## config.mk

```make
export PLATFORM = sky130hd
export DESIGN_NAME = encoder_adc_sequencer
export DESIGN_NICKNAME = d
export VERILOG_FILES = /design/src/hdl/adc_seq_pkg.sv /design/src/hdl/pin_sync.sv /design/src/hdl/quad_counter.sv /design/src/hdl/encoder_adc_sequencer.sv
export SDC_FILE = /design/constraint.sdc
export NUM_CORES = 1
export LEC_CHECK = 0
export ABC_AREA = 1
export BUFFER_PORTS_ARGS = -buffer_cell sky130_fd_sc_hd__buf_4
export CELL_PAD_IN_SITES_DETAIL_PLACEMENT = 1
export CELL_PAD_IN_SITES_GLOBAL_PLACEMENT = 2
export CORE_ASPECT_RATIO = 0.5
export CORE_UTILIZATION = 34
export CTS_CLUSTER_DIAMETER = 120
export DETAILED_ROUTE_END_ITERATION = 6
export MAX_ROUTING_LAYER = met4
export PLACE_DENSITY_LB_ADDON = 0.08
export REMOVE_ABC_BUFFERS = 1
export SLEW_MARGIN = 40
export SYNTH_ARGS = -nofsm -noshare
export SYNTH_HDL_FRONTEND = slang
export SYNTH_SLANG_ARGS = --single-unit
```

## constraint.sdc

```tcl
create_clock -name ref_clk_i -period 2.8 [get_ports ref_clk_i]
set_input_delay 0.14 -clock ref_clk_i [delete_from_list [all_inputs] [get_ports ref_clk_i]]
set_output_delay 0.14 -clock ref_clk_i [all_outputs]
set_load 0.05 [all_outputs]
```

## src/hdl/adc_seq_pkg.sv

```systemverilog
// Function
// One 8-bit converter, all sequencing timed from serial clock edges; launch, frame pacing and publish here run on chip-enable falls.
// Eight-way input multiplexer routes exactly one source to the converter.
// Channel field is normal-frame bits 4 down to 2, lsb at bit 2.
// Field 00X converts general input 0 or 1 once.
// Field 011 converts A, B or a complement chosen by phase bits.
// Field 1XX converts a pair chosen by the low two field bits.
// Pair members convert in fixed order, first then second, with sample-hold.
// Phase bits captured on serial clock rise while enabled, returned in bits 3:2.
// Start bit 1 launches conversion on that frame's channel field.
// Start arriving during a running conversion is discarded entirely.
// Conversion finishes in the frame before its result is returned.
// Start in the result frame launches next conversion at once.
// Single conversion paced to four frames, or eight when config bit 3 set.
// Host requests no diagnostic word while a conversion runs.
// Position is quadrature count above the 8-bit converter result.
// Amplifier gain accepted and applied any time, no reset or idle needed.
// Monitor terminals either carry amplifier outputs or act as general inputs.
// First or second done bit raised for exactly one frame per result.
// Output frame bits 6:4 report which input the result belongs to.
// Input frame with bit 0 clear is a normal frame.
// Quadrature count steps by one per valid phase change, leading phase sets direction.
package adc_seq_pkg;

    // Serial frame layout.
    localparam int FRAME_BITS = 16;
    localparam int CFG_BIT = 0;
    localparam int START_BIT = 1;
    localparam int FIELD_LSB = 2;
    localparam int FIELD_MSB = 4;
    localparam int CFG_SLOW_BIT = 3;

    // Converter sizing and timing in serial clock periods and frames.
    localparam int RES_BITS = 8;
    localparam logic [3:0] SAMPLE_SCLKS = 4'hf;
    localparam logic [3:0] PACE_FAST_FRAMES = 4'h4;
    localparam logic [3:0] PACE_SLOW_FRAMES = 4'h8;
    localparam int QCNT_BITS = 16;
    localparam int GAIN_BITS = 4;

    // Source codes, equal to the reported channel code {r2,r1,r0}.
    localparam logic [2:0] SRC_GEN0 = 3'h0;
    localparam logic [2:0] SRC_GEN1 = 3'h1;
    localparam logic [2:0] SRC_DIR2 = 3'h2;
    localparam logic [2:0] SRC_DIR3 = 3'h3;
    localparam logic [2:0] SRC_ENC_A = 3'h4;
    localparam logic [2:0] SRC_ENC_B = 3'h5;
    localparam logic [2:0] SRC_ENC_AN = 3'h6;
    localparam logic [2:0] SRC_ENC_BN = 3'h7;

    // Channel field values.
    localparam logic [2:0] FIELD_AUTO = 3'h3;

    typedef enum logic [1:0] {
        ST_IDLE = 2'b00,
        ST_SAMPLE = 2'b01,
        ST_CONVERT = 2'b10,
        ST_WAIT_PUB = 2'b11
    } seq_state_t;

endpackage

```

## src/hdl/pin_sync.sv

```systemverilog
`timescale 1ns/1ps
module pin_sync #(
    parameter int W = 1
) (
    input wire logic ref_clk_i,       // System clock.
    input wire logic sys_rst_i,       // Asynchronous reset, active high.
    input wire logic [W-1:0] async_i, // Pins from outside the clock domain.
    output logic [W-1:0] sync_o       // Second-stage outputs.
);
    typedef struct packed {
        logic [W-1:0] meta;
        logic [W-1:0] stable;
    } sync_reg_t;

    sync_reg_t st_q;
    sync_reg_t st_d;

    // The first stage feeds only the second stage to let metastability settle.
    always_comb begin
        st_d.meta = async_i;
        st_d.stable = st_q.meta;
    end

    always_ff @(posedge ref_clk_i or posedge sys_rst_i) begin
        if (sys_rst_i) begin
            st_q <= '0;
        end else begin
            st_q <= st_d;
        end
    end

    assign sync_o = st_q.stable;
endmodule // pin_sync

```

## src/hdl/quad_counter.sv

```systemverilog
`timescale 1ns/1ps
module quad_counter (
    input wire logic ref_clk_i,        // System clock.
    input wire logic sys_rst_i,        // Asynchronous reset, active high.
    input wire logic phase_a_i,        // Synchronised phase A.
    input wire logic phase_b_i,        // Synchronised phase B.
    output logic [adc_seq_pkg::QCNT_BITS-1:0] count_o // Quadrature count.
);
    typedef struct packed {
        logic [1:0] prev;
        logic [adc_seq_pkg::QCNT_BITS-1:0] count;
    } quad_reg_t;

    quad_reg_t st_q;
    quad_reg_t st_d;
    logic [1:0] cur;
    logic [1:0] diff;
    logic up;

    // A double change is a skipped state and is dropped rather than guessed.
    always_comb begin
        cur = {phase_a_i, phase_b_i};
        diff = cur ^ st_q.prev;
        up = phase_a_i ^ st_q.prev[0];
        st_d = st_q;
        st_d.prev = cur;
        if (diff == 2'h1 || diff == 2'h2) begin
            st_d.count = up ? st_q.count + 1'b1 : st_q.count - 1'b1;
        end
    end

    always_ff @(posedge ref_clk_i or posedge sys_rst_i) begin
        if (sys_rst_i) begin
            st_q <= '0;
        end else begin
            st_q <= st_d;
        end
    end

    assign count_o = st_q.count;

    a_quad_single_step: assert property (@(posedge ref_clk_i) disable iff (sys_rst_i)
        ($countones(cur ^ st_q.prev) == 1) |=>
        (st_q.count == $past(st_q.count) + 1'b1 || st_q.count == $past(st_q.count) - 1'b1))
        else $error("Quadrature count did not step by one.");
    a_quad_hold: assert property (@(posedge ref_clk_i) disable iff (sys_rst_i)
        ($countones(cur ^ st_q.prev) != 1) |=> $stable(st_q.count))
        else $error("Quadrature count moved without a valid step.");
endmodule // quad_counter

```

## src/hdl/encoder_adc_sequencer.sv

```systemverilog
`timescale 1ns/1ps
module encoder_adc_sequencer (
    input wire logic ref_clk_i,                  // System clock, 250 MHz.
    input wire logic sys_rst_i,                  // Asynchronous reset, active high.
    input wire logic sclk_i,                     // Serial clock pin.
    input wire logic ce_i,                       // Chip enable pin, active high.
    input wire logic mosi_i,                     // Serial input data, msb first.
    input wire logic comp_i,                     // Comparator: held input above trial code.
    input wire logic enc_phase_a_bit_i,          // Filtered digital phase A pin.
    input wire logic enc_phase_b_bit_i,          // Filtered digital phase B pin.
    input wire logic [adc_seq_pkg::GAIN_BITS-1:0] gain_set_i, // Gain from serial logic.
    input wire logic amp_route_i,                // Route amplifiers to monitor terminals.
    output logic [2:0] mux_sel_o,                // Selected converter source.
    output logic sample_hold_o,                  // High while the hold capacitor tracks.
    output logic [adc_seq_pkg::RES_BITS-1:0] dac_code_o, // Trial code to the comparator.
    output logic busy_o,                         // Conversion in progress.
    output logic [adc_seq_pkg::RES_BITS-1:0] result_o, // Returned conversion result.
    output logic first_done_o,                   // First result done, one frame.
    output logic second_done_o,                  // Second result done, one frame.
    output logic [2:0] reported_channel_code_o,  // Source of result_o, frame bits 6:4.
    output logic [1:0] enc_phase_o,              // Captured phases, frame bits 3:2.
    output logic [adc_seq_pkg::QCNT_BITS+adc_seq_pkg::RES_BITS-1:0] position_o, // Encoder position.
    output logic [adc_seq_pkg::GAIN_BITS-1:0] gain_o, // Applied amplifier gain.
    output logic amp_monitor_drive_o,            // Amplifiers drive monitor terminals.
    output logic cfg_slow_o                      // Slow pacing from config bit 3.
);
    typedef struct packed {
        adc_seq_pkg::seq_state_t state;
        logic [adc_seq_pkg::FRAME_BITS-1:0] shreg;
        logic [4:0] bitcnt;
        logic sclk_d;
        logic ce_d;
        logic slow;
        logic [2:0] field;
        logic second;
        logic [3:0] sclks;
        logic [2:0] sar_idx;
        logic [adc_seq_pkg::RES_BITS-1:0] sar;
        logic [3:0] frames;
        logic [2:0] src;
        logic [adc_seq_pkg::RES_BITS-1:0] result;
        logic [2:0] code;
        logic done1;
        logic done2;
        logic [1:0] phase;
        logic [adc_seq_pkg::GAIN_BITS-1:0] gain;
        logic mon;
    } seq_reg_t;

    seq_reg_t st_q;
    seq_reg_t st_d;
    logic [5:0] pins_s;
    logic mosi_s;
    logic sclk_s;
    logic ce_s;
    logic comp_s;
    logic pha_s;
    logic phb_s;
    logic sclk_rise;
    logic frame_end;
    logic normal_frame;
    logic start_req;
    logic [2:0] rx_field;
    logic publish;
    logic [adc_seq_pkg::QCNT_BITS-1:0] qcount;

    // Pacing limit in frames from the slow configuration bit.
    function automatic logic [3:0] pace_limit(input logic slow);
        pace_limit = slow ? adc_seq_pkg::PACE_SLOW_FRAMES : adc_seq_pkg::PACE_FAST_FRAMES;
    endfunction

    // First source of a request; the auto-select case follows the phase bits.
    function automatic logic [2:0] first_src(input logic [2:0] field, input logic [1:0] ph);
        logic [2:0] s;
        s = adc_seq_pkg::SRC_GEN0;
        if (field[2]) begin
            unique case (field[1:0])
                2'b00: s = adc_seq_pkg::SRC_ENC_A;
                2'b01: s = adc_seq_pkg::SRC_ENC_A;
                2'b10: s = adc_seq_pkg::SRC_ENC_B;
                2'b11: s = adc_seq_pkg::SRC_DIR2;
            endcase
        end else if (field == adc_seq_pkg::FIELD_AUTO) begin
            // The phases are held as {B,A}, so A set with B clear reads 01 here.
            unique case (ph)
                2'b01: s = adc_seq_pkg::SRC_ENC_A;
                2'b10: s = adc_seq_pkg::SRC_ENC_AN;
                2'b11: s = adc_seq_pkg::SRC_ENC_B;
                2'b00: s = adc_seq_pkg::SRC_ENC_BN;
            endcase
        end else begin
            s = field[0] ? adc_seq_pkg::SRC_GEN1 : adc_seq_pkg::SRC_GEN0;
        end
        first_src = s;
    endfunction

    // Second member of a pair, in fixed order after the first.
    function automatic logic [2:0] second_src(input logic [1:0] sel);
        logic [2:0] s;
        s = adc_seq_pkg::SRC_ENC_B;
        unique case (sel)
            2'b00: s = adc_seq_pkg::SRC_ENC_B;
            2'b01: s = adc_seq_pkg::SRC_ENC_AN;
            2'b10: s = adc_seq_pkg::SRC_ENC_BN;
            2'b11: s = adc_seq_pkg::SRC_DIR3;
        endcase
        second_src = s;
    endfunction

    // Start a fresh sample on a source; the frame count restarts for pacing.
    function automatic seq_reg_t launch(input seq_reg_t s, input logic [2:0] src);
        seq_reg_t n;
        n = s;
        n.state = adc_seq_pkg::ST_SAMPLE;
        n.src = src;
        n.sclks = '0;
        n.frames = '0;
        n.sar = '0;
        n.sar_idx = 3'h7;
        launch = n;
    endfunction

    // All pins come from outside the clock domain; data and clock share the delay.
    pin_sync #(
        .W(6)
    ) u_pin_sync (
        .ref_clk_i(ref_clk_i),
        .sys_rst_i(sys_rst_i),
        .async_i({mosi_i, sclk_i, ce_i, comp_i, enc_phase_a_bit_i, enc_phase_b_bit_i}),
        .sync_o(pins_s)
    );

    assign mosi_s = pins_s[5];
    assign sclk_s = pins_s[4];
    assign ce_s = pins_s[3];
    assign comp_s = pins_s[2];
    assign pha_s = pins_s[1];
    assign phb_s = pins_s[0];

    quad_counter u_quad_counter (
        .ref_clk_i(ref_clk_i),
        .sys_rst_i(sys_rst_i),
        .phase_a_i(pha_s),
        .phase_b_i(phb_s),
        .count_o(qcount)
    );

    // Frame events; only complete 16-bit normal frames carry a start.
    assign sclk_rise = sclk_s & ~st_q.sclk_d;
    assign frame_end = st_q.ce_d & ~ce_s;
    assign normal_frame = (st_q.bitcnt == 5'(adc_seq_pkg::FRAME_BITS)) &&
                          !st_q.shreg[adc_seq_pkg::CFG_BIT];
    assign start_req = normal_frame && st_q.shreg[adc_seq_pkg::START_BIT];
    assign rx_field = st_q.shreg[adc_seq_pkg::FIELD_MSB:adc_seq_pkg::FIELD_LSB];
    assign publish = frame_end && (st_q.state == adc_seq_pkg::ST_WAIT_PUB) &&
                     (st_q.frames >= pace_limit(st_q.slow) - 4'h1);

    // Next-state logic for the frame receiver, sequencer and converter.
    always_comb begin
        st_d = st_q;
        st_d.sclk_d = sclk_s;
        st_d.ce_d = ce_s;
        st_d.gain = gain_set_i;
        st_d.mon = amp_route_i;

        // Serial shift and phase capture while the chip is enabled.
        if (sclk_rise && ce_s) begin
            st_d.shreg = {st_q.shreg[adc_seq_pkg::FRAME_BITS-2:0], mosi_s};
            if (st_q.bitcnt != 5'h1F) begin
                st_d.bitcnt = st_q.bitcnt + 5'h01;
            end
            st_d.phase = {phb_s, pha_s};
        end
        if (!ce_s) begin
            st_d.bitcnt = '0;
        end

        // Config frames update the pacing bit.
        if (frame_end && st_q.bitcnt == 5'(adc_seq_pkg::FRAME_BITS) &&
            st_q.shreg[adc_seq_pkg::CFG_BIT]) begin
            st_d.slow = st_q.shreg[adc_seq_pkg::CFG_SLOW_BIT];
        end

        // Done bits last from the publishing frame end to the next one.
        if (frame_end) begin
            st_d.done1 = 1'b0;
            st_d.done2 = 1'b0;
            if (st_q.state != adc_seq_pkg::ST_IDLE) begin
                st_d.frames = st_q.frames + 4'h1;
            end
        end

        unique case (st_q.state)
            adc_seq_pkg::ST_IDLE: begin
                if (frame_end && start_req) begin
                    st_d = launch(st_d, first_src(rx_field, st_q.phase));
                    st_d.field = rx_field;
                    st_d.second = 1'b0;
                end
            end
            adc_seq_pkg::ST_SAMPLE: begin
                // The hold capacitor tracks for a fixed number of serial clocks.
                if (sclk_rise) begin
                    st_d.sclks = st_q.sclks + 4'h1;
                    if (st_q.sclks == adc_seq_pkg::SAMPLE_SCLKS - 4'h1) begin
                        st_d.state = adc_seq_pkg::ST_CONVERT;
                        st_d.sar = 8'h80;
                    end
                end
            end
            adc_seq_pkg::ST_CONVERT: begin
                // One successive-approximation bit per serial clock rise.
                if (sclk_rise) begin
                    if (!comp_s) begin
                        st_d.sar[st_q.sar_idx] = 1'b0;
                    end
                    if (st_q.sar_idx == 3'h0) begin
                        st_d.state = adc_seq_pkg::ST_WAIT_PUB;
                    end else begin
                        st_d.sar_idx = st_q.sar_idx - 3'h1;
                        st_d.sar[st_q.sar_idx - 3'h1] = 1'b1;
                    end
                end
            end
            adc_seq_pkg::ST_WAIT_PUB: begin
                if (publish) begin
                    st_d.result = st_q.sar;
                    st_d.code = st_q.src;
                    st_d.done1 = !st_q.second;
                    st_d.done2 = st_q.second;
                    st_d.state = adc_seq_pkg::ST_IDLE;
                    if (st_q.field[2] && !st_q.second) begin
                        st_d = launch(st_d, second_src(st_q.field[1:0]));
                        st_d.second = 1'b1;
                    end else if (start_req) begin
                        st_d = launch(st_d, first_src(rx_field, st_q.phase));
                        st_d.field = rx_field;
                        st_d.second = 1'b0;
                    end
                end
            end
        endcase
        // Any start seen outside idle or the publishing frame is dropped.
    end

    always_ff @(posedge ref_clk_i or posedge sys_rst_i) begin
        if (sys_rst_i) begin
            st_q <= '0;
        end else begin
            st_q <= st_d;
        end
    end

    // Outputs all come from registers: the state register, and u_quad_counter for the count in position_o.
    assign mux_sel_o = st_q.src;
    assign sample_hold_o = (st_q.state == adc_seq_pkg::ST_SAMPLE);
    assign dac_code_o = st_q.sar;
    assign busy_o = (st_q.state != adc_seq_pkg::ST_IDLE);
    assign result_o = st_q.result;
    assign first_done_o = st_q.done1;
    assign second_done_o = st_q.done2;
    assign reported_channel_code_o = st_q.code;
    assign enc_phase_o = st_q.phase;
    assign position_o = {qcount, st_q.result};
    assign gain_o = st_q.gain;
    assign amp_monitor_drive_o = st_q.mon;
    assign cfg_slow_o = st_q.slow;

    a_done_one_frame: assert property (@(posedge ref_clk_i) disable iff (sys_rst_i)
        (first_done_o && frame_end && !publish) |=> !first_done_o)
        else $error("First done bit held past one frame.");
    a_done_exclusive: assert property (@(posedge ref_clk_i) disable iff (sys_rst_i)
        !(first_done_o && second_done_o))
        else $error("Both done bits high together.");
    a_single_select: assert property (@(posedge ref_clk_i) disable iff (sys_rst_i)
        (frame_end && !busy_o && start_req && rx_field[2:1] == 2'b00) |=>
        (busy_o && mux_sel_o == {2'b00, $past(rx_field[0])}))
        else $error("Single conversion selected the wrong input.");
    a_auto_select: assert property (@(posedge ref_clk_i) disable iff (sys_rst_i)
        (frame_end && !busy_o && start_req && rx_field == 3'h3 && enc_phase_o == 2'b01) |=>
        (mux_sel_o == adc_seq_pkg::SRC_ENC_A))
        else $error("Auto-select did not pick phase A signal.");
    a_pair_order: assert property (@(posedge ref_clk_i) disable iff (sys_rst_i)
        (publish && st_q.field == 3'h4 && !st_q.second) |=>
        (mux_sel_o == adc_seq_pkg::SRC_ENC_B && first_done_o && sample_hold_o))
        else $error("Pair second member not launched after the first.");
    a_busy_ignore: assert property (@(posedge ref_clk_i) disable iff (sys_rst_i)
        (frame_end && busy_o && !publish && start_req) |=> $stable(mux_sel_o) && busy_o)
        else $error("Start during conversion disturbed the conversion.");
    a_pace_floor: assert property (@(posedge ref_clk_i) disable iff (sys_rst_i)
        publish |-> (st_q.frames >= (st_q.slow ? 4'h7 : 4'h3)))
        else $error("Result published before the pacing limit.");
    a_phase_capture: assert property (@(posedge ref_clk_i) disable iff (sys_rst_i)
        (sclk_rise && ce_s) |=> (enc_phase_o == $past({phb_s, pha_s})))
        else $error("Phase bits not captured on serial clock rise.");
    a_report_code: assert property (@(posedge ref_clk_i) disable iff (sys_rst_i)
        publish |=> (reported_channel_code_o == $past(mux_sel_o) && result_o == $past(dac_code_o)))
        else $error("Reported code does not match converted source.");
    a_gain_apply: assert property (@(posedge ref_clk_i) disable iff (sys_rst_i)
        ##1 1'b1 |-> (gain_o == $past(gain_set_i)))
        else $error("Gain not applied on the next cycle.");
    a_sample_len: assert property (@(posedge ref_clk_i) disable iff (sys_rst_i)
        $rose(st_q.state == adc_seq_pkg::ST_CONVERT) |-> $past(st_q.sclks) == 4'hE)
        else $error("Sampling did not last fifteen serial clocks.");
endmodule // encoder_adc_sequencer

```

# ---- Word-level counts from Yosys, hierarchy flattened
# Cells that the tools add are included.
dict set report word_totals {
  latchBits 0
  rom_bits 0
  n_memories 0
  input_bits 13
  output_inout_bits 58
  regBits 102
  mem_bits_rw 0
}
dict set report classes {
  eq_ne 28
  bitwise 10
  order_cmp 5
  div 0
  n_addsub 7
  muxes 42
  n_shift 0
  n_reduce_logical 31
  n_mul 0
}
# op n
set op_table {}
lappend op_table {{$mux 72} 2}
lappend op_table {{$mux 71} 2}
lappend op_table {{$pmux 28 s2} 1}
lappend op_table {{$pmux 27 s2} 1}
lappend op_table {{$mux 8} 5}
lappend op_table {{$pmux 8 s4} 1}
lappend op_table {{$pmux 3 s4} 2}
lappend op_table {{$mux 11} 2}
lappend op_table {{$mux 21} 1}
lappend op_table {{$eq 2x2->1 const B} 9}
lappend op_table {{$pmux 3 s3} 2}
lappend op_table {{$reduce_and 6->1} 3}
lappend op_table {{$add 16x1->16 const B} 1}
lappend op_table {{$mux 16} 1}
lappend op_table {{$mux 4} 4}
lappend op_table {{$sub 16x1->16 const B} 1}
lappend op_table {{$ne 2x2->1 const B} 7}
lappend op_table {{$mux 2} 6}
lappend op_table {{$pmux 4 s3} 1}
lappend op_table {{$logic_and 1x1->1} 11}
lappend op_table {{$eq 2x1->1 const B} 5}
lappend op_table {{$mux 5} 2}
lappend op_table {{$reduce_and 5->1} 2}
lappend op_table {{$add 4x1->4 const B} 2}
lappend op_table {{other kinds (32)} 49}

# ---- Logic depth before layout (Yosys ltp)
# Gate-level depths: netlist of run 1.
dict set report logic_depth {
  ltp_word 13
  ltp_mapped 15
  mapped_depth_nobuf 15
}

# ---- Cells and area by module
# From an unflattened synthesis of run 1, not the netlist that was laid out.
dict set report hier_totals {
  hier_cells 757
  area_unflattened_um2 5740.5
}
# module n_inst cells_per_inst area_per_inst_um2
set modules_own_cells {}
lappend modules_own_cells {encoder_adc_sequencer 1 467 3638.5}
lappend modules_own_cells {quad_counter 1 277 1798.0}
lappend modules_own_cells {pin_sync 1 13 304.0}

# ---- Worst setup path before layout of run 1
# No wires, ideal clock.
dict set report synth_timing {
  path_kind {register to register}
  from {register st_q, in the netlist cfg_slow_o}
  to {register st_q, in the netlist mux_sel_o[1]}
  n_path_buf 1
  t_arrival_ns 1.949
  path_stages_with_launch 15
  setup_ns 0.113
  synth_period_minus_slack_ns 2.062
  slack_ns 0.738
  required_ns 2.687
  cell_sequence {dfrtp_1 inv_1 ha_1 nand2_1 nand2_1 nand3_2 inv_2 nand2_2 nand2_1 nand2_2 nor2_2 buf_4 nand3_1 nand2_1 inv_1}
}
dict set report synth_via {
  elab_chain_len 6
}
# element line
set synth_rtl {}
lappend synth_rtl {{start: declaration} encoder_adc_sequencer.sv:50} ;# seq_reg_t st_q;
lappend synth_rtl {{start signal: assignment} encoder_adc_sequencer.sv:250} ;# st_q <= st_d;
lappend synth_rtl {{$mux 4} encoder_adc_sequencer.sv:69} ;# pace_limit = slow ? adc_seq_pkg::PACE_SLOW_FRAMES : adc_seq_pkg::PACE_FAST_FRAMES;
lappend synth_rtl {{$sub 4x1->4} encoder_adc_sequencer.sv:156} ;# (st_q.frames >= pace_limit(st_q.slow) - 4'h1);
lappend synth_rtl {{$ge 4x4->1} encoder_adc_sequencer.sv:156}
lappend synth_rtl {{$logic_and 1x1->1} encoder_adc_sequencer.sv:155} ;# assign publish = frame_end && (st_q.state == adc_seq_pkg::ST_WAIT_PUB) &&
lappend synth_rtl {{$ne 2x2->1 (no source line)} n/a}
lappend synth_rtl {{$reduce_and 4->1 (no source line)} n/a}
# Every way passes these cells.
# A chain may end at the register's enable or synchronous reset.

# ---- Worst setup path after layout of run 1
dict set report layout_timing {
  from {register st_q[71] in the netlist's numbering}
  to {register st_q, in the netlist mux_sel_o[1]}
}
dict set report layout_via {
  elab_chain_len 5
  elab_cells_between_ends 10
}
# element line
set layout_rtl {}
lappend layout_rtl {{$eq 2x2->1} {encoder_adc_sequencer.sv:155, encoder_adc_sequencer.sv:193}}
lappend layout_rtl {{$logic_and 1x1->1 (2 in a row)} encoder_adc_sequencer.sv:155}
lappend layout_rtl {{$ne 2x2->1 (no source line)} n/a}
lappend layout_rtl {{$reduce_and 4->1 (no source line)} n/a}
# Parallel ways exist; a longest one is shown, timed or not.

==> results by group, run 1 <==
Run status
  – Outcome: finished with violations
  – Failing checks: design-rule violations

Layout
  – Share of layout cells above drive strength 1: 16.7%
  – Nets: 754
  – Area delta synth->final: 14.4%
  – Diode count: 0
  – Fillers: 1850

Die
  – Row cnt: 31
  – Die W: 179 µm
  – I/O pin count: 71
  – Initial Util: 35.9%
  – DIE AREA: 16300 µm²
  – Die Y: 90.7 µm
  – Core area: 14900 µm²

Timing
  – Post-Route Skew: 0.00782 ns
  – Fin. max-slew vios: 0
  – RSZ-0062 raised after global routing: no
  – Final period util: 78.5%
  – Time the worst path needs with I/O delays and setup: 2.20 ns
  – Hold Vio Cnt, Final: 0
  – Final TNS setup: 0 ns
  – Worst-margin pin slew: 0.671 ns
  – Slew HR: 55.2%
  – Final setup vio count: 0
  – Achievable Freq: 0.455 GHz

Power
  – Total power per unit cell area: 743 nW/µm²
  – Peak VDD IR: 0.284 mV
  – Pleak: 3.06 nW
  – Total Power: 4.54 mW

Global routing
  – Overall Global Routing Usage: 18.7%
  – First-pass GRT wire length: 23300 µm
  – Largest net degree at the start of global routing: 52
  – Vias in the first global route: 4569
  – Initial antenna violation count: 0
  – Total global routing overflow: 0

Synthesis
  – Synth warnings: 0
  – Mux contribution to synthesized area: 0%
  – Synth Area in XOR/XNOR: 1.97%
  – Synth Instances: 688
  – Yosys top cell by area: dfrtp_1
  – Number of synthesized register bits: 91
  – Largest cells by area after synthesis: dfrtp_1, nand2_1, buf_4
  – Synth cell types: 38
  – Compound-gate portion of the synthesized area: 12.2%
  – Number of synthesized flops with an enable pin: 0
  – Share of the synthesized area in the top cell type: 42.6%
  – Cell area after synthesis: 5340 µm²
  – Ys flop type: dfrtp_1
  – Simple-gate share of the synthesized area: 24.0%
  – Mean Syn Cell Area: 7.77 µm²
  – Register area share after synthesis: 42.6%
  – Main combinational cell family by area after synthesis: simple AND/OR/NAND/NOR gates
  – Async set-reset flop share out of synthesis: 100%
  – Adder-Cell Fraction of Synth Area: 3.98%

CTS
  – Clock Latency Late Sink: 0.35 ns
  – Post-CTS Setup Bufs: 0
  – Hold_buf cts: 12
  – Reg clk slew, reported paths: 0.07 ns
  – H-Tree Depth: 3
  – TritonCTS clock tree: done
  – Inserted Clock Buffers: 9
  – CTS Sinks: 91
  – CTS root buf: clkbuf_16
  – CTS-repair resized insts: 0
  – CTS Buffer Depth: 2

Routing
  – Total wire length: 13700 µm
  – DR vias/cell: 4.72
  – DR WL/cell: 14.8 µm
  – Post-route ant nets: 0
  – Total number of vias: 4378
  – Initial DRC Count: 229
  – DRT Pass-1 Iters: 6
  – Number of remaining DRC errors: 6

Setup path
  – RR Endpoint: mux_sel_o[1]
  – Worst reg-to-reg path cell count: 10
  – CP Class: reg2reg
  – R2R Path Start: st_q[71]
  – Crit-path max FO: 11
  – Reg2reg setup slack: 0.60 ns
  – Worst EP required: 3.05 ns
  – Crit end category: flop
  – Startpoint types: flop
  – Worst path arrival time: 2.45 ns

Placed design
  – Dpl hpwl: 10100 µm
  – RePlAce Congestion: 0.820
  – PortBufs: 70

Hold path
  – Hold Path Depth: 0
  – Hold_sp: u_pin_sync.st_d[2]
  – Hold Crit Class: reg2reg
  – Hold Path Sink: u_pin_sync.sync_o[2]

Run
  – Number of max-cap violations: 0
==> cell usage after synthesis, types with 2 or more instances <==
cell      count
a21oi_1      11
a31oi_1       3
a32o_1        4
a41o_1        2
a41oi_1       8
buf_2         4
buf_4        53
buf_6         2
clkbuf_1      2
dfrtp_1      91
ha_1         17
inv_1        89
inv_2         7
nand2_1     182
nand2_2       8
nand2_4       2
nand3_1      48
nand4_1       3
nor2_1       41
nor2_2        6
nor3_1        3
nor3_2        2
o21ai_0      67
o22ai_1       4
o31ai_1       4
or2_2         3
xor2_1       11
==> cells in the final DEF, fill, tap and decap left out, types with 3 or more instances in the layout <==
cell and count:
dlygate4sd3_1 12, nand2_1 182, nor3_1 3, clkinv_2 3, nor2_2 6, ha_1 17
a32o_1 4, nor2_1 41, clkbuf_16 9, a31oi_1 3, dfrtp_1 91, inv_2 7
a41oi_1 8, buf_4 73, nand3_1 48, o21ai_0 67, a21oi_1 11, nand2_2 8
or2_2 3, inv_1 88, nand4_1 3, o22ai_1 4, xor2_1 11, o31ai_1 4
==> report_power, final <==
part,internal [mW],switching [mW]
Clock,0.627,0.558
Sequential,1.47,0.168
Combinational,0.502,1.22
Total,2.60,1.94
==> stage by stage <==
step	setup WS (ns)	hold slack (ns)	std cells	utilization, %	cell area, µm²
after floorplan	0.296	0.171	627	-	4900
after global placement	0.729	0.250	899	38.4	5710
after detailed placement	0.600	0.250	899	38.4	5710
after CTS	0.583	0.351	927	41.0	6110
after global routing	0.308	0.361	927	41.0	6110
final	0.602	0.350	927	41.0	6110
==> sequential cells by signal (all words and copies together), names as in the netlist <==
signal / flops
reported_channel_code_o: 3
enc_phase_o: 2
cfg_slow_o: 1
u_pin_sync.sync_o: 6
u_pin_sync.st_d: 6
dac_code_o: 8
second_done_o: 1
u_quad_counter.count_o: 16
gain_o: 4
result_o: 8
st_q: 26
u_quad_counter.st_q: 2
mux_sel_o: 3
rx_field: 3
amp_monitor_drive_o: 1
first_done_o: 1
==> worst max-delay path: stages (launching register included) <==
cell	delay, ns
dfrtp_1	0.43
ha_1	0.40
nand3_2	0.20
inv_2	0.19
nand2_2	0.11
nand2_1	0.08
nand2_2	0.09
nor2_2	0.36
nand3_1	0.13
nand2_1	0.08
inv_1	0.03
==> how the worst max path moves through the flow <==
stage / from / slack, ns / end
floorplan: sys_rst_i / 0.30 / amp_monitor_drive_o
global placement: st_q[25] / 0.73 / mux_sel_o[1]
detailed placement: st_q[49] / 0.60 / mux_sel_o[1]
CTS: st_q[49] / 0.58 / mux_sel_o[1]
global route: st_q[49] / 0.31 / mux_sel_o[1]
finish: st_q[71] / 0.60 / mux_sel_o[1]
==> layout make-up <==
type / instances / area [µm²] / share of cell area (%)
Clock inverter: 6 / 40.0 / 0.655
Tap cell: 198 / 248 / 4.05
Sequential cell: 91 / 2280 / 37.2
Timing Repair Buffer: 86 / 688 / 11.3
Clock buffer: 10 / 239 / 3.91
Multi-Input combinational cell: 439 / 2250 / 36.9
Inverter: 97 / 367 / 6.00
==> cells by family after synthesis <==
family / after synthesis
AND/OR/NAND/NOR: 300
buffers and inverters: 158
AO/OA/AOI/OAI: 110
flip-flops: 91
adder cells (fa/ha/maj): 17
XOR/XNOR: 12
==> layer usage <==
layer / global-route usage [%] / share of wire, % / vias to the layer above
li1: - / - / 2223
met4: 3.50 / 0.69 / 0
met1: 25.2 / 51 / 2089
met3: 4.08 / 2.7 / 10
met2: 29.1 / 46 / 56
met5: - / 0 / -
Power figures use the tool's default switching activity.
==> run 2, diff against run 1 <==
ABC_AREA = 0   (was 1)
CORE_UTILIZATION = 33   (was 34)
clock period = 2 ns   (was 2.8 ns; I/O delays follow)
==> results by group, run 2 <==
Run status
  – Outcome: finished with violations (unchanged)
  – Failing checks: negative setup slack (was design-rule violations)

Setup path
  – RR Endpoint: dac_code_o[3] (was mux_sel_o[1])
  – Worst reg-to-reg path cell count: 7 (was 10)
  – Crit. Startpoint: st_q[49] (was st_q[71])
  – Crit end category: flop (unchanged)
  – CP Class: reg2reg (unchanged)
  – Worst path arrival time: 2.36 ns (was 2.45 ns)
  – Reg2reg setup slack: -0.10 ns (was 0.60 ns)
  – Crit path capture: dac_code_o[3] (was mux_sel_o[1])
  – Worst EP required: 2.26 ns (was 3.05 ns)
  – Startpoint types: flop (unchanged)
  – R2R Path Start: st_q[49] (was st_q[71])
  – Crit-path max FO: 8 (was 11)

Routing
  – WL met2: 6100 µm (was 6250 µm)
  – Post-route ant nets: 0 (unchanged)
  – Uppermost layer routed: met4 (unchanged)
  – Initial DRC Count: 197 (was 229)
  – Routed length on met3: 360 µm (was 373 µm)
  – Total wire length: 12600 µm (was 13700 µm)
  – DRT Pass-1 Iters: 4 (was 6)
  – WL met1: 5980 µm (was 6970 µm)
  – Number of remaining DRC errors: 0 (was 6)
  – Total number of vias: 3794 (was 4378)
  – DR WL/cell: 15.8 µm (was 14.8 µm)
  – DR vias/cell: 4.78 (was 4.72)

Timing
  – Slew HR: 66.4% (was 55.2%)
  – Hold Vio Cnt, Final: 0 (unchanged)
  – Fin worst setup slack: -0.102 ns (was 0.602 ns)
  – Final hold slack: 0.341 ns (was 0.350 ns)
  – RSZ-0062 raised after global routing: yes (was no)
  – Final period util: 105% (was 78.5%)
  – Post-Route Skew: 0.00960 ns (was 0.00782 ns)
  – Worst-margin pin slew: 0.505 ns (was 0.671 ns)
  – Fin. max-slew vios: 0 (unchanged)
  – Final TNS setup: -0.652 ns (was 0 ns)
  – Achievable Freq: 0.476 GHz (was 0.455 GHz)
  – Time the worst path needs with I/O delays and setup: 2.10 ns (was 2.20 ns)
  – Final setup vio count: 11 (was 0)

Die
  – Initial Util: 33.9% (was 35.9%)
  – Row cnt: 31 (unchanged)
  – Core area: 14500 µm² (was 14900 µm²)
  – Die Y: 88.3 µm (was 90.7 µm)
  – Die W: 175 µm (was 179 µm)
  – DIE AREA: 15400 µm² (was 16300 µm²)
  – I/O pin count: 71 (unchanged)

Synthesis
  – Largest cells by area after synthesis: dfrtp_1, buf_4, mux2_2 (was dfrtp_1, nand2_1, buf_4)
  – Number of synthesized flops with an enable pin: 0 (unchanged)
  – Yosys top cell by area: dfrtp_1 (unchanged)
  – Register area share after synthesis: 46.3% (was 42.6%)
  – Async set-reset flop share out of synthesis: 100% (unchanged)
  – Cell area after synthesis: 4910 µm² (was 5340 µm²)
  – Synth cell types: 51 (was 38)
  – Number of synthesized register bits: 91 (unchanged)
  – Post-synth top cells: dfrtp_1, buf_4, nand2_1 (was nand2_1, dfrtp_1, inv_1)
  – Synth Instances: 492 (was 688)
  – Share of the synthesized area in the top cell type: 46.3% (was 42.6%)
  – Ys flop type: dfrtp_1 (unchanged)
  – Mean Syn Cell Area: 9.99 µm² (was 7.77 µm²)
  – Most used standard cell by instance count after synthesis: dfrtp_1 (was nand2_1)
  – Synth warnings: 0 (unchanged)

Global routing
  – First-pass GRT wire length: 20400 µm (was 23300 µm)
  – Largest net degree at the start of global routing: 40 (was 52)
  – Overall Global Routing Usage: 17.6% (was 18.7%)
  – Initial antenna violation count: 0 (unchanged)
  – Total global routing overflow: 0 (unchanged)
  – Vias in the first global route: 3884 (was 4569)

Placed design
  – Dpl hpwl: 9150 µm (was 10100 µm)
  – DP Area: 5780 µm² (was 5710 µm²)
  – RePlAce Congestion: 0.769 (was 0.820)
  – DP Cell Count: 764 (was 899)
  – Dpl ws: -0.249 ns (was 0.600 ns)
  – PortBufs: 70 (unchanged)

Power
  – Peak VDD IR: 0.437 mV (was 0.284 mV)
  – Pleak: 2.98 nW (was 3.06 nW)
  – Total Power: 6.20 mW (was 4.54 mW)
  – Total power per unit cell area: 964 nW/µm² (was 743 nW/µm²)

Layout
  – Diode count: 0 (unchanged)
  – Flip-flop count of the largest register after layout: 26 (unchanged)
  – Area delta synth->final: 30.8% (was 14.4%)
  – Most common cell after layout, fill and taps aside: buf_4 (was nand2_1)
  – Share of layout cells above drive strength 1: 36.4% (was 16.7%)
  – Largest reg by FF count: st_q (unchanged)
  – Final Cell Area: 6430 µm² (was 6110 µm²)
  – Nets: 621 (was 754)
  – Fin cells: 794 (was 927)
  – Most frequent cells in the layout: buf_4, dfrtp_1, nand2_1 (was nand2_1, dfrtp_1, inv_1)
  – Final Core Density: 44.3% (was 41.0%)

CTS
  – Reg clk slew, reported paths: 0.07 ns (about the same)
  – TritonCTS clock tree: done (unchanged)
  – CTS Buffer Depth: 2 (unchanged)
  – H-Tree Depth: 3 (unchanged)
  – Inserted Clock Buffers: 9 (unchanged)
  – CTS Sinks: 91 (unchanged)
  – CTS root buf: clkbuf_16 (unchanged)
  – Clock Latency Late Sink: 0.34 ns (was 0.35 ns)

Hold path
  – Hold Crit Class: reg2reg (unchanged)
  – Hold Path Depth: 0 (unchanged)

Run
  – Number of max-cap violations: 0 (unchanged)
-- run 2: changes by cell type in the layout (fill, tap and decap cells not counted), moves of 18 or more --
cell | previous run | this run
mux2_2 | 0 | 18
buf_4 | 73 | 142
nand2_1 | 182 | 30
o21ai_0 | 67 | 24
nand3_1 | 48 | 14
inv_1 | 88 | 25
-- run 2: critical path: stages (launching register included) --
cell and delay [ns]:
dfrtp_1 0.38, inv_2 0.09, ha_4 0.13, and4bb_2 0.28, a31oi_4 0.10, o22a_4 0.28, or4_4 0.57, o31ai_2 0.19
-- run 2: how the worst min path moves through the flow --
| stage | startpoint | endpoint | slack [ns] |
|---|---|---|---|
| 4_1_cts | u_pin_sync.st_d[1] | u_pin_sync.sync_o[1] | 0.34 |
| 2_1_floorplan | amp_route_i | amp_monitor_drive_o | 0.13 |
| 3_5_place_dp | sys_rst_i | enc_phase_o[1] | 0.19 |
| 3_3_place_gp | sys_rst_i | enc_phase_o[1] | 0.18 |
| 6_report | u_pin_sync.st_d[1] | u_pin_sync.sync_o[1] | 0.34 |
| 5_1_grt | u_pin_sync.st_d[1] | u_pin_sync.sync_o[1] | 0.36 |
-- run 2: cell families after synthesis --
kind of cell / synth area share, %
and+or+nand+nor: 14.9
AOI/OAI and AO/OA: 12.3
buffers and inverters: 11.4
DFF: 46.3
xor gates and xnor gates: 4.81
muxes: 5.98
adders and majority gates: 4.33
-- run 2: cell type report --
class                   count  area (µm²)
well taps                 198         248
clock buffers              13         260
repair buffers            155        1210
flip-flops and latches     91        2280
clock inverters             3        46.3
inverters                  28         108
fillers                  1660        8080
multi-input cells         306        2280
-- run 2: timing repair --
action / in CTS / in global routing
hold buffers: 12 / 0
cloned: 0 / 0
resized for setup: 12 / 39
hold endpoints to repair: 47 / 0
buffers inserted: 2 / 0
pin swaps: 4 / 7
endpoints found under the setup margin: 24 / 39
-- run 2: per-layer routing --
| layer | up-vias | global-route usage (%) |
|---|---|---|
| met3 | 10 | 3.87 |
| li1 | 1851 | - |
| met1 | 1890 | 22.1 |
| met5 | - | - |
| met2 | 43 | 29.6 |
| met4 | 0 | 3.56 |
-- run 2: power breakdown --
group / total, mW / switching (mW) / internal (mW) / leakage (nW)
sequential: 2.36 / 0.288 / 2.07 / 1.18
combinational: 2.06 / 1.28 / 0.775 / 1.66
clock: 1.78 / 0.739 / 1.04 / 0.146
total: 6.20 / 2.31 / 3.89 / 2.98
==> run 3, diff against run 2 <==
CORE_MARGIN = 5   (was default)
REMOVE_ABC_BUFFERS = default   (was 1)
==> results by group, run 3 (synthesized netlist as in run 2, its figures left out) <==
Run status
  – Outcome: finished with violations (unchanged)
  – Failing checks: negative setup slack (unchanged)

Hold path
  – Hold Crit Class: in2async (was reg2reg)

Layout
  – Fillers: 1637 (was 1660)
  – Nets: 621 (unchanged)
  – Most frequent cells in the layout: buf_4, dfrtp_1, nand2_1 (unchanged)
  – Area delta synth->final: 34.6% (was 30.8%)
  – Diode count: 0 (unchanged)
  – Fin cells: 794 (unchanged)
  – Flip-flop count of the largest register after layout: 26 (unchanged)
  – Final Core Density: 45.5% (was 44.3%)
  – Most common cell after layout, fill and taps aside: buf_4 (unchanged)
  – Largest reg by FF count: st_q (unchanged)
  – Share of layout cells above drive strength 1: 39.4% (was 36.4%)

Power
  – Total power per unit cell area: 945 nW/µm² (was 964 nW/µm²)
  – Pleak: 3.03 nW (was 2.98 nW)
  – Int Pwr: 3.89 mW (about the same)
  – Peak VDD IR: 0.811 mV (was 0.437 mV)
  – Net Sw Frac: 37.8% (was 37.3%)
  – Flop pwr share: 38.1% (about the same)
  – Psw: 2.36 mW (was 2.31 mW)
  – Clock power share: 27.9% (was 28.7%)
  – Comb power frac: 34.0% (was 33.2%)

Timing
  – Worst-margin pin slew: 0.498 ns (was 0.505 ns)
  – Final setup vio count: 7 (was 11)
  – Time the worst path needs with I/O delays and setup: 2.08 ns (was 2.10 ns)
  – Fin. max-slew vios: 0 (unchanged)
  – Fin worst setup slack: -0.0760 ns (was -0.102 ns)
  – RSZ-0062 raised after global routing: yes (unchanged)
  – Final TNS setup: -0.382 ns (was -0.652 ns)
  – Hold Vio Cnt, Final: 0 (unchanged)
  – Final hold slack: 0.194 ns (was 0.341 ns)
  – Final period util: 104% (was 105%)
  – Slew HR: 66.5% (was 66.4%)
  – Post-Route Skew: 0.00906 ns (was 0.00960 ns)
  – Achievable Freq: 0.482 GHz (was 0.476 GHz)

CTS
  – Clock Latency Late Sink: 0.34 ns (about the same)
  – TritonCTS clock tree: done (unchanged)
  – CTS root buf: clkbuf_16 (unchanged)
  – Reg clk slew, reported paths: 0.07 ns (about the same)
  – CTS Sinks: 91 (unchanged)
  – H-Tree Depth: 3 (unchanged)
  – Inserted Clock Buffers: 9 (unchanged)
  – CTS Buffer Depth: 2 (unchanged)

Routing
  – Number of remaining DRC errors: 0 (unchanged)
  – Total number of vias: 3845 (was 3794)
  – Post-route ant nets: 0 (unchanged)
  – DR vias/cell: 4.84 (was 4.78)
  – Initial DRC Count: 128 (was 197)
  – Total wire length: 12700 µm (was 12600 µm)
  – DR WL/cell: 16.0 µm (was 15.8 µm)
  – DRT Pass-1 Iters: 5 (was 4)

Setup path
  – CP Class: reg2reg (unchanged)
  – R2R Path Start: st_q[49] (unchanged)
  – Crit. Startpoint: st_q[49] (unchanged)
  – Crit end category: flop (unchanged)
  – Worst EP required: 2.22 ns (was 2.26 ns)
  – Crit-path max FO: 3 (was 8)
  – Startpoint types: flop (unchanged)
  – Worst path arrival time: 2.30 ns (was 2.36 ns)

Run
  – Number of max-cap violations: 0 (unchanged)

Placed design
  – DP Cell Count: 760 (was 764)
  – Dpl hpwl: 8920 µm (was 9150 µm)
  – Dpl ws: -0.324 ns (was -0.249 ns)
  – PortBufs: 70 (unchanged)
  – RePlAce Congestion: 0.808 (was 0.769)

Global routing
  – Total global routing overflow: 0 (unchanged)
  – First-pass GRT wire length: 20600 µm (was 20400 µm)
  – Largest net degree at the start of global routing: 91 (was 40)
  – Vias in the first global route: 3975 (was 3884)
  – Initial antenna violation count: 0 (unchanged)
  – Overall Global Routing Usage: 15.1% (was 17.6%)

Die
  – Die Y: 96.3 µm (was 88.3 µm)
  – DIE AREA: 17600 µm² (was 15400 µm²)
  – I/O pin count: 71 (unchanged)
  – Initial Util: 33.8% (was 33.9%)
  – Core area: 14500 µm² (about the same)
  – Die W: 183 µm (was 175 µm)
  – Row cnt: 31 (unchanged)

Synthesis
  – Synthesized net count: 522
## run 3: cell count changes in the layout (fill, tap and decap cells not counted), sizes merged
| cell | delta |
|---|---|
| clkbuf | -2 |
| clkinv | +1 |
| clkinvlp | +3 |
| inv | -2 |
## run 3: through the flow
step | power (mW) | cell area (µm²)
finish | 6.25 | 6620
detailed placement | 4.36 | 5780
global placement | 4.34 | 5780
global route | 6.58 | 6620
floorplan | 3.87 | 4960
CTS | 6.23 | 6400
## run 3: worst paths after layout
| path | endpoint | cells past startpoint | slack, ns |
|---|---|---|---|
| setup / recovery | st_q[71] | 7 | -0.08 |
| hold / removal | amp_monitor_drive_o | 3 | 0.19 |
| setup reg to reg | st_q[71] | 7 | -0.08 |
| hold reg to reg | u_pin_sync.sync_o[0] | 0 | 0.35 |
| max in group asynchronous | cfg_slow_o | 4 | 1.11 |
| min in group ref_clk_i | u_pin_sync.sync_o[0] | 0 | 0.35 |
## run 3: final cells by class
class | count | area (µm²) | share of cell area, %
Sequential cell | 91 | 2280 | 34.4
Inverter | 28 | 113 | 1.70
Clock inverter | 5 | 62.6 | 0.945
Timing Repair Buffer | 155 | 1220 | 18.5
Tap cell | 198 | 248 | 3.74
Multi-Input combinational cell | 306 | 2450 | 37.0
Clock buffer | 11 | 243 | 3.67
## run 3: power by group through the flow
stage	registers [mW]	clock network, mW	logic (mW)
finish	2.38	1.74	2.13
global route	2.42	1.88	2.27
CTS	2.37	1.83	2.04
detailed placement	2.39	0	1.97
global placement	2.39	0	1.95
floorplan	2.30	0	1.57
## run 3: worst max-delay path, cell delays in order (launching register included)
cell      delay [ns]
dfrtp_1         0.40
inv_2           0.08
ha_4            0.13
and4bb_2        0.29
a31oi_4         0.10
buf_4           0.15
or4b_4          0.53
mux2_2          0.28
## run 3: per-layer routing
| metal | global-route usage [%] | share of wire (%) | vias to the layer above |
|---|---|---|---|
| met2 | 24.6 | 46 | 72 |
| met4 | 3.31 | 0.98 | 0 |
| met5 | - | 0 | - |
| met1 | 19.1 | 48 | 1904 |
| met3 | 4.23 | 5.2 | 12 |
| li1 | - | - | 1857 |
## run 3: repair_timing
| action | CTS | global route |
|---|---|---|
| hold endpoints to repair | 102 | 0 |
| pin swaps | 6 | 14 |
| buffers inserted | 2 | 4 |
| endpoints found under the setup margin | 32 | 38 |
| hold buffers | 12 | 0 |
| gates resized for setup | 39 | 33 |
